File: src/pkg/ulpi_lp_pkg.sv
/*
  Shared constants for the ULPI low-power control block: register
  addresses, field positions, reset values, timing counts and states.
  Assumes a 200 MHz core clock driving every flip-flop of the block.
*/
package ulpi_lp_pkg;

  // core clock and derived counts
  localparam int CLK_PERIOD_PS = 5000;
  localparam int T_START_NS = 1000; // start-up time, plain default
  localparam int START_CYC_INT = (T_START_NS * 1000 + CLK_PERIOD_PS - 1)
                                 / CLK_PERIOD_PS;
  localparam logic [15:0] START_CYCLES = 16'(START_CYC_INT);
  localparam logic [15:0] START_LAST = 16'(START_CYC_INT - 1);

  // output clock divider: last count of each two-core-cycle half period
  localparam logic [1:0] CLK_HALF_LAST = 2'h1;
  // rising edges of the output clock before it is held low
  localparam logic [2:0] MIN_STOP_EDGES = 3'h5;
  // rising edges of the restarted clock before dir falls
  localparam logic [2:0] RESTART_EDGES = 3'h1;

  // register addresses
  localparam logic [5:0] ADDR_FUNC_CTRL = 6'h04;
  localparam logic [5:0] ADDR_INTF_CTRL = 6'h07;
  localparam logic [5:0] ADDR_INT_EN_RISE = 6'h0D;
  localparam logic [5:0] ADDR_INT_EN_FALL = 6'h10;
  localparam logic [5:0] ADDR_LP_STATUS = 6'h30;

  // field positions
  localparam int SUSPEND_BIT = 6;
  localparam int OP_FIELD_LSB = 3;
  localparam int PULLUP_DIS_BIT = 7;
  localparam int EN_FIELD_LSB = 1;

  // reset values
  localparam logic [7:0] FUNC_CTRL_RESET = 8'h41;
  localparam logic [7:0] INTF_CTRL_RESET = 8'h00;
  localparam logic [7:0] INT_EN_RESET = 8'h1F;

  // comparator index inside the four-bit comparator vector
  localparam int CMP_VBUS = 0;
  localparam int CMP_SESS_VLD = 1;
  localparam int CMP_SESS_END = 2;
  localparam int CMP_ID_GND = 3;

  typedef enum logic [2:0] {
    S_SYNC,
    S_ENTER,
    S_LOW,
    S_START,
    S_RESTART,
    S_WAIT_STP
  } lp_state_t;

endpackage : ulpi_lp_pkg

File: src/pkg/lp_if.sv
/*
  Carrier between the low-power controller and its comparator interrupt
  detector. Assumes both ends run on the same core clock.
*/
`timescale 1ns/1ps
interface lp_if;
  logic lp_active;
  logic [3:0] en_rise;
  logic [3:0] en_fall;
  logic [3:0] cmp_level;
  logic int_level;
  logic vbus_on;
  logic sess_end_on;

  modport core (
    output lp_active,
    output en_rise,
    output en_fall,
    input cmp_level,
    input int_level,
    input vbus_on,
    input sess_end_on
  );

  modport detect (
    input lp_active,
    input en_rise,
    input en_fall,
    output cmp_level,
    output int_level,
    output vbus_on,
    output sess_end_on
  );
endinterface : lp_if

File: src/design/lp_int_detect.sv
/*
  Comparator change detector: synchronises the four comparator levels,
  snapshots them before low power, and flags any enabled change.
  Assumes comparator inputs are asynchronous to the core clock.
*/
`timescale 1ns/1ps
module lp_int_detect (
  input wire logic mclk_i,
  input wire logic rst_b_i,
  input wire logic [3:0] cmp_raw_i,
  lp_if.detect lp
);
  import ulpi_lp_pkg::*;

  logic [3:0] cmp_meta;
  logic [3:0] cmp_sync;
  logic [3:0] base;
  logic [3:0] fired;

  // two-stage synchroniser, first stage read by the second only
  always_ff @(posedge mclk_i or negedge rst_b_i) begin
    if (!rst_b_i) begin
      cmp_meta <= 4'h0;
      cmp_sync <= 4'h0;
    end else begin
      cmp_meta <= cmp_raw_i;
      cmp_sync <= cmp_meta;
    end
  end

  // snapshot taken every cycle until dir rises, then frozen
  always_ff @(posedge mclk_i or negedge rst_b_i) begin
    if (!rst_b_i) begin
      base <= 4'h0;
    end else if (!lp.lp_active) begin
      base <= cmp_sync;
    end
  end

  // sticky per-source flags; leaving low power clears them
  for (genvar i = 0; i < 4; i++) begin : g_src
    always_ff @(posedge mclk_i or negedge rst_b_i) begin
      if (!rst_b_i) begin
        fired[i] <= 1'b0;
      end else if (!lp.lp_active) begin
        fired[i] <= 1'b0;
      end else if ((lp.en_rise[i] && cmp_sync[i] && !base[i]) ||
                   (lp.en_fall[i] && !cmp_sync[i] && base[i])) begin
        fired[i] <= 1'b1;
      end
    end
  end

  // interrupt level and comparator power enables
  always_ff @(posedge mclk_i or negedge rst_b_i) begin
    if (!rst_b_i) begin
      lp.int_level <= 1'b0;
      lp.vbus_on <= 1'b1;
      lp.sess_end_on <= 1'b1;
    end else begin
      lp.int_level <= |fired;
      // the vbus or session-end comparator with no edge enabled at all is powered off
      lp.vbus_on <= lp.en_rise[CMP_VBUS] | lp.en_fall[CMP_VBUS];
      lp.sess_end_on <= lp.en_rise[CMP_SESS_END] |
                        lp.en_fall[CMP_SESS_END];
    end
  end

  assign lp.cmp_level = cmp_sync;
endmodule : lp_int_detect

File: src/design/ulpi_low_power_control.sv
/*
  ULPI transceiver low-power control: suspend entry after the suspend
  bit is cleared, output clock stop, low-power data bus mapping, wake on
  stp with start-up delay, false-resume return, and the stp pull-up.
  Assumes stp, dp, dm and comparator pins are asynchronous and the
  register port is driven synchronously by the register-write front end.
*/
// Decided for this implementation: the address map and the strobed register port.
// Notes on behaviour
// - raise dir, five clock edges, stop, power down
// - data bit 3 shows unmasked interrupt
// - enabled comparator change raises interrupt line
// - bus driven without clock while suspended
// - stp wakes device into start-up procedure
// - after start-up: clock on, dir low, suspend set
// - early stp release returns to low power
// - one turnaround clock after each dir change
// - stp pull-up on, disable bit 7 clears it
// - pull-up off while hardware reset held low
// - stp high in suspend always wakes device
// - comparator off when both edge enables clear (only vbus and session end have power enables)
`timescale 1ns/1ps
module ulpi_low_power_control (
  input wire logic mclk_i,
  input wire logic rst_b_i,
  input wire logic [5:0] reg_addr_i,
  input wire logic [7:0] reg_wdata_i,
  input wire logic reg_wr_i,
  input wire logic reg_rd_i,
  output logic [7:0] reg_rdata_o,
  input wire logic stp_i,
  input wire logic dp_i,
  input wire logic dm_i,
  input wire logic [3:0] cmp_raw_i,
  output logic output_clock_pin_o,
  output logic dir_o,
  output logic [7:0] data_o,
  output logic data_oe_b_o,
  output logic stp_pullup_en_o,
  output logic vbus_valid_comparator_on_o,
  output logic session_end_comparator_on_o,
  output logic low_current_o,
  output logic [1:0] line_driver_op_field_o
);
  import ulpi_lp_pkg::*;

  lp_if lp ();

  lp_state_t state;
  logic [7:0] func_ctrl;
  logic [7:0] intf_ctrl;
  logic [7:0] int_en_rise;
  logic [7:0] int_en_fall;
  logic stp_meta;
  logic stp_s;
  logic [1:0] line_meta;
  logic [1:0] line_s;
  logic [1:0] div_cnt;
  logic clk_en;
  logic clk_rise;
  logic [2:0] edge_cnt;
  logic [15:0] tmr;
  logic exit_done;
  logic [3:0] rises_dir;

  lp_int_detect u_detect (
    .mclk_i(mclk_i),
    .rst_b_i(rst_b_i),
    .cmp_raw_i(cmp_raw_i),
    .lp(lp)
  );

  // pins from the link and the line pass two flops before use
  always_ff @(posedge mclk_i or negedge rst_b_i) begin
    if (!rst_b_i) begin
      stp_meta <= 1'b0;
      stp_s <= 1'b0;
      line_meta <= 2'h0;
      line_s <= 2'h0;
    end else begin
      stp_meta <= stp_i;
      stp_s <= stp_meta;
      line_meta <= {dm_i, dp_i};
      line_s <= line_meta;
    end
  end

  // output clock runs in every state except S_LOW and S_START
  assign clk_en = (state != S_LOW) && (state != S_START);
  assign clk_rise = clk_en && (div_cnt == CLK_HALF_LAST) &&
                    !output_clock_pin_o;
  assign exit_done = (state == S_RESTART) && stp_s && clk_rise &&
                     (edge_cnt == RESTART_EDGES - 3'h1);

  // clock divider; stopping it parks the pin low
  always_ff @(posedge mclk_i or negedge rst_b_i) begin
    if (!rst_b_i) begin
      div_cnt <= 2'h0;
      output_clock_pin_o <= 1'b0;
    end else if (!clk_en) begin
      div_cnt <= 2'h0;
      output_clock_pin_o <= 1'b0;
    end else if (div_cnt == CLK_HALF_LAST) begin
      div_cnt <= 2'h0;
      output_clock_pin_o <= !output_clock_pin_o;
    end else begin
      div_cnt <= div_cnt + 2'h1;
    end
  end

  // suspend sequencing: entry, power-down, wake, false resume, exit
  always_ff @(posedge mclk_i or negedge rst_b_i) begin
    if (!rst_b_i) begin
      state <= S_SYNC;
      edge_cnt <= 3'h0;
      tmr <= 16'h0000;
      dir_o <= 1'b0;
      data_oe_b_o <= 1'b1;
      low_current_o <= 1'b0;
    end else begin
      unique case (state)
        S_SYNC: begin
          // the link owns the bus here; entry starts on the cleared bit
          if (!func_ctrl[SUSPEND_BIT]) begin
            state <= S_ENTER;
            edge_cnt <= 3'h0;
            dir_o <= 1'b1;
          end
        end
        S_ENTER: begin
          // first clock rise after dir ends the turnaround
          if (clk_rise) begin
            data_oe_b_o <= 1'b0;
            if (edge_cnt != MIN_STOP_EDGES) begin
              edge_cnt <= edge_cnt + 3'h1;
            end
          end
          // stop only once the clock sits low after five rises
          if (edge_cnt == MIN_STOP_EDGES && !output_clock_pin_o) begin
            state <= S_LOW;
            low_current_o <= 1'b1;
            data_oe_b_o <= 1'b0;
          end
        end
        S_LOW: begin
          // stp from the link or the pull-up both wake the device
          if (stp_s) begin
            state <= S_START;
            tmr <= 16'h0000;
            low_current_o <= 1'b0;
          end
        end
        S_START: begin
          if (!stp_s) begin
            state <= S_LOW;
            low_current_o <= 1'b1;
          end else if (tmr == START_LAST) begin
            state <= S_RESTART;
            edge_cnt <= 3'h0;
          end else begin
            tmr <= tmr + 16'h0001;
          end
        end
        S_RESTART: begin
          // the clock is running again; dir still held high
          if (!stp_s) begin
            state <= S_ENTER;
            edge_cnt <= 3'h0;
          end else if (exit_done) begin
            state <= S_WAIT_STP;
            dir_o <= 1'b0;
            data_oe_b_o <= 1'b1;
          end else if (clk_rise) begin
            edge_cnt <= edge_cnt + 3'h1;
          end
        end
        S_WAIT_STP: begin
          // link releases stp when ready; synchronous mode resumes
          if (!stp_s) begin
            state <= S_SYNC;
          end
        end
      endcase
    end
  end

  // low-power bus image; reflects pins with no output clock running
  always_ff @(posedge mclk_i or negedge rst_b_i) begin
    if (!rst_b_i) begin
      data_o <= 8'h00;
    end else if (state == S_LOW || state == S_START) begin
      data_o <= {4'h0, lp.int_level, 1'b0, line_s[1], line_s[0]};
    end else begin
      data_o <= 8'h00;
    end
  end

  // register writes; the exit sets the suspend bit and wins a clash
  always_ff @(posedge mclk_i or negedge rst_b_i) begin
    if (!rst_b_i) begin
      func_ctrl <= FUNC_CTRL_RESET;
      intf_ctrl <= INTF_CTRL_RESET;
      int_en_rise <= INT_EN_RESET;
      int_en_fall <= INT_EN_RESET;
    end else begin
      if (reg_wr_i) begin
        unique case (reg_addr_i)
          ADDR_FUNC_CTRL: func_ctrl <= reg_wdata_i;
          ADDR_INTF_CTRL: intf_ctrl <= reg_wdata_i;
          ADDR_INT_EN_RISE: int_en_rise <= reg_wdata_i;
          ADDR_INT_EN_FALL: int_en_fall <= reg_wdata_i;
          default: ;
        endcase
      end
      if (exit_done) begin
        func_ctrl[SUSPEND_BIT] <= 1'b1;
      end
    end
  end

  // read data stands only in the cycle after the strobe
  always_ff @(posedge mclk_i or negedge rst_b_i) begin
    if (!rst_b_i) begin
      reg_rdata_o <= 8'h00;
    end else if (reg_rd_i) begin
      unique case (reg_addr_i)
        ADDR_FUNC_CTRL: reg_rdata_o <= func_ctrl;
        ADDR_INTF_CTRL: reg_rdata_o <= intf_ctrl;
        ADDR_INT_EN_RISE: reg_rdata_o <= int_en_rise;
        ADDR_INT_EN_FALL: reg_rdata_o <= int_en_fall;
        ADDR_LP_STATUS: reg_rdata_o <= {lp.cmp_level, clk_en,
                                        lp.int_level, low_current_o, dir_o};
        default: reg_rdata_o <= 8'h00;
      endcase
    end else begin
      reg_rdata_o <= 8'h00;
    end
  end

  // pull-up held off through reset, then follows the disable bit
  always_ff @(posedge mclk_i or negedge rst_b_i) begin
    if (!rst_b_i) begin
      stp_pullup_en_o <= 1'b0;
      vbus_valid_comparator_on_o <= 1'b1;
      session_end_comparator_on_o <= 1'b1;
      line_driver_op_field_o <= 2'h0;
    end else begin
      stp_pullup_en_o <= !intf_ctrl[PULLUP_DIS_BIT];
      vbus_valid_comparator_on_o <= lp.vbus_on;
      session_end_comparator_on_o <= lp.sess_end_on;
      line_driver_op_field_o <= func_ctrl[OP_FIELD_LSB +: 2];
    end
  end

  // detector sees dir as the low-power window and the edge enables
  assign lp.lp_active = dir_o;
  assign lp.en_rise = int_en_rise[EN_FIELD_LSB +: 4];
  assign lp.en_fall = int_en_fall[EN_FIELD_LSB +: 4];

  // helper: clock rises seen since dir went high, saturating
  always_ff @(posedge mclk_i or negedge rst_b_i) begin
    if (!rst_b_i) begin
      rises_dir <= 4'h0;
    end else if (!dir_o) begin
      rises_dir <= 4'h0;
    end else if (clk_rise && rises_dir != 4'hF) begin
      rises_dir <= rises_dir + 4'h1;
    end
  end
endmodule : ulpi_low_power_control

File: config.mk
export PLATFORM = sky130hd
export DESIGN_NAME = ulpi_low_power_control
export DESIGN_NICKNAME = d
export VERILOG_FILES = /design/src/pkg/ulpi_lp_pkg.sv /design/src/pkg/lp_if.sv /design/src/design/lp_int_detect.sv /design/src/design/ulpi_low_power_control.sv
export SDC_FILE = /design/constraint.sdc
export NUM_CORES = 1
export LEC_CHECK = 0
export ABC_CLOCK_PERIOD_IN_PS = 2290
export BUFFER_PORTS_ARGS = -buffer_cell sky130_fd_sc_hd__clkbuf_2
export CAP_MARGIN = 5
export CORE_MARGIN = 8
export CORE_UTILIZATION = 46
export DETAILED_ROUTE_END_ITERATION = 8
export HOLD_SLACK_MARGIN = 0.05
export PLACE_DENSITY = 0.68
export SLEW_MARGIN = 10
export SYNTH_ARGS = -nofsm -noshare
export SYNTH_HDL_FRONTEND = slang
export SYNTH_SLANG_ARGS = --single-unit
File: constraint.sdc
create_clock -name mclk_i -period 2.29 [get_ports mclk_i]
set_input_delay 0.5725 -clock mclk_i [delete_from_list [all_inputs] [get_ports mclk_i]]
set_output_delay 0.5725 -clock mclk_i [all_outputs]
set_load 0.05 [all_outputs]
==> impl_results.md <==
- First-pass GRT wire length: 15620 um
- Status: completed
- Clock root cell: clkbuf_8
- Initial core utilization: 0.4682
- Switching Share: 0.3271
- Ys async rst share: 1.000
- ANT cells: 0
- Seq cells post-synth: 101
- Synthesized instance count: 380
- Gr ovfl total: 0
- CP Launch Type: flop
- Worst-Skew Late Latency: 0.37 ns
- Proportion of synthesized area in mux cells: 0.1118
- CP arrival: 2.38 ns
- Peak VDD IR: 0.0004724 V
- Sequential-to-total area share from yosys stat: 0.5621
- DRT iter0 DRCs: 162
- Comb power frac: 0.241
- Buffers on Ports: 44
- Power Density: 848.8 nW/um^2
- Worst min path class: in2async
- Most numerous cell in the Yosys netlist: dfrtp_1
- Post_cts resized: 0
- Sequential share of power: 0.517
- EDFF count, synth: 0
- Mean Syn Cell Area: 11.93 um^2
- Cts bufs inserted: 9
- DRT Pass-1 Iters: 4
- Crit end category: flop
- Initial antenna violation count: 0
- GPL Wtd Cong: 0.8162
- Vias in the first global route: 3150
- Die width: 115.3 um
- Final WL: 9199 um
- Area Growth Syn to Fin: 13.11%
- Cell taking the most area after synthesis: dfrtp_1
- Synth cell types: 61
- Kind of critical path: reg2reg
- Worst-path fanout max: 4
- Max frequency: 471.7 MHz
- Mapped Area: 4534 um^2
- Setup tns final: 0 ns
- Final min period: 2.120 ns
- Clk_skew: 0.007172 ns
- Core Area: 9684 um^2
- Total Die Area: 13290 um^2
- # IOs: 50
- Int Pwr: 2.929 mW
- Setup Viol. Count Final: 0
- Post-route ant nets: 0
- Maximum buffer depth of the clock tree: 2
- Post-synthesis compound-gate area fraction: 0.08526
- Psw: 1.424 mW
- Layout cell share with drive strength beyond 1: 0.3318
- XOR/XNOR Fraction of Synth Area: 0.03091
- Largest net degree at the start of global routing: 41
- Core Util, Final: 0.5296
- Ys flop type: dfrtp_1
- Tightest Pin Transition: 0.6451 ns
- Final period util: 0.9258
- HPWL after DPL: 6537 um
- Leak pwr: 2.341 nW
- Worst path required time: 2.55 ns
- GRT Total Usage: 0.1512
- Worst-path clk slew: 0.09 ns
- Commonest cells in the synthesized netlist: dfrtp_1 (84), mux2_2 (41), nand2_1 (32)
- CTS tree: yes
- RSZ-0062 raised after global routing: false
- FP Rows: 36
- Post-CTS setup buffer count: 0
- Relative slew slack: 0.5670
- DRC violations left: 0
- Final Hold Viols: 0
- CTS sink count: 101
- Max Transition Viols Final: 0
- Top post-synthesis cells by area: dfrtp_1 (46%), mux2_2 (10%), dfstp_2 (9.9%)
- Via count: 3011
- Clk pwr share: 0.242
- Final net count: 465
- Top-area cell type share of the netlist area: 0.4636
- Number of vias per cell: 5.255
- Main combinational cell family by area after synthesis: simple AND/OR/NAND/NOR gates
- YS warnings: 0
- Routed len/inst: 16.05 um
- Max-cap violations: 0
- Area share of fa/ha/maj cells after synthesis: 0.01380
- H-tree levels: 3
- CTS Hold Bufs: 0
- Post-Synth Simple-Gate Area: 0.1598
- Height of the die: 115.3 um
==> critical path, stage by stage, from the launching register on <==
cell and delay, ns:
dfrtp_1 0.39, ha_1 0.27, nor4b_4 0.33, nand2_1 0.13, and2_1 0.20, or4_1 0.50, a21o_1 0.19
==> registers in the layout, indices dropped and copies added (netlist names), 4 cells and up <==
| register | cells |
|---|---|
| func_ctrl | 8 |
| int_en_fall | 8 |
| int_en_rise | 8 |
| intf_ctrl | 8 |
| reg_rdata_o | 8 |
| tmr | 16 |
| u_detect.base | 4 |
| u_detect.cmp_meta | 4 |
| u_detect.fired | 4 |
| u_detect.lp.cmp_level | 4 |
==> routing by layer <==
metal  global-route usage  wire (um)
met1               0.1960       4202
met2               0.2412       4533
met3              0.04307        394
met4              0.04291         68
met5                    0          0
==> power by group through the flow <==
stage | logic (mW) | registers (mW) | clock network, mW
after floorplan | 0.674 | 2.37 | 0
after global placement | 1.03 | 2.27 | 0
after detailed placement | 1.05 | 2.28 | 0
after CTS | 1.05 | 2.25 | 1.09
after global routing | 1.16 | 2.29 | 1.16
final | 1.05 | 2.25 | 1.05
==> layout by cell type, fill, tap and decap left out, types with 2 or more instances in the layout <==
master,count
dfrtp_1,84
clkbuf_2,43
mux2_2,41
nand2_1,32
nor2_1,24
dfstp_2,17
buf_4,16
a21oi_1,14
and2_1,10
xnor2_1,10
inv_1,9
clkbuf_8,9
a222oi_1,8
nor3_1,8
nand3_1,8
o21ai_0,7
xor2_1,6
nor4_1,5
nand3b_1,5
o21a_1,5
nand4_1,5
ha_1,5
conb_1,5
nand2b_1,4
nor2b_1,4
o22ai_1,4
inv_6,4
mux2i_1,3
or2_2,3
a21o_1,3
o41ai_1,3
nor3_4,2
o21ai_1,2
or4_1,2
a211oi_1,2
nand2_2,2
==> path summary, 6_finish.rpt <==
path	depth (start not counted)	endpoint	slack, ns	startpoint
max	6	state[1]	0.17	state[1]
min	1	tmr[2]	0.11	rst_b_i
max reg2reg	6	state[1]	0.17	state[1]
min reg2reg	0	u_detect.lp.cmp_level[0]	0.35	u_detect.cmp_meta[0]
max in group asynchronous	2	int_en_fall[2]	1.54	rst_b_i
min in group mclk_i	1	u_detect.cmp_meta[2]	0.30	cmp_raw_i[2]
==> cell families (layout without fill, tap and decap cells) <==
| logic type | Yosys count | after routing |
|---|---|---|
| multiplexers | 45 | 45 |
| XOR/XNOR | 16 | 16 |
| buffers and inverters | 29 | 85 |
| AND/OR/NAND/NOR | 127 | 127 |
| AO/OA/AOI/OAI | 56 | 56 |
| flip-flops | 101 | 101 |
| adder cells (fa/ha/maj) | 5 | 5 |
| other | 1 | 5 |
==> through the flow <==
| stage | setup slack [ns] | hold WS (ns) | std cells | cell area, um^2 | total power, mW |
|---|---|---|---|---|---|
| floorplan | 0.01943 | 0.2769 | 384 | 4566 | 3.039 |
| global placement | 0.2443 | 0.3346 | 557 | 4950 | 3.303 |
| detailed placement | 0.1887 | 0.3347 | 557 | 4950 | 3.332 |
| CTS | 0.1704 | 0.1052 | 573 | 5129 | 4.395 |
| global route | 0.001755 | 0.1135 | 573 | 5129 | 4.620 |
| finish | 0.1698 | 0.1091 | 573 | 5129 | 4.353 |
==> layout make-up <==
cell class / instances / area (um^2)
clock buffers: 10 / 127.6
multi-input cells: 254 / 1846
clock inverters: 6 / 51.30
flip-flops and latches: 101 / 2549
fillers: 860 / 4556
inverters: 9 / 33.78
repair buffers: 60 / 355.3
well taps: 133 / 166.4
Note: power is estimated with default switching activity, not from simulation.
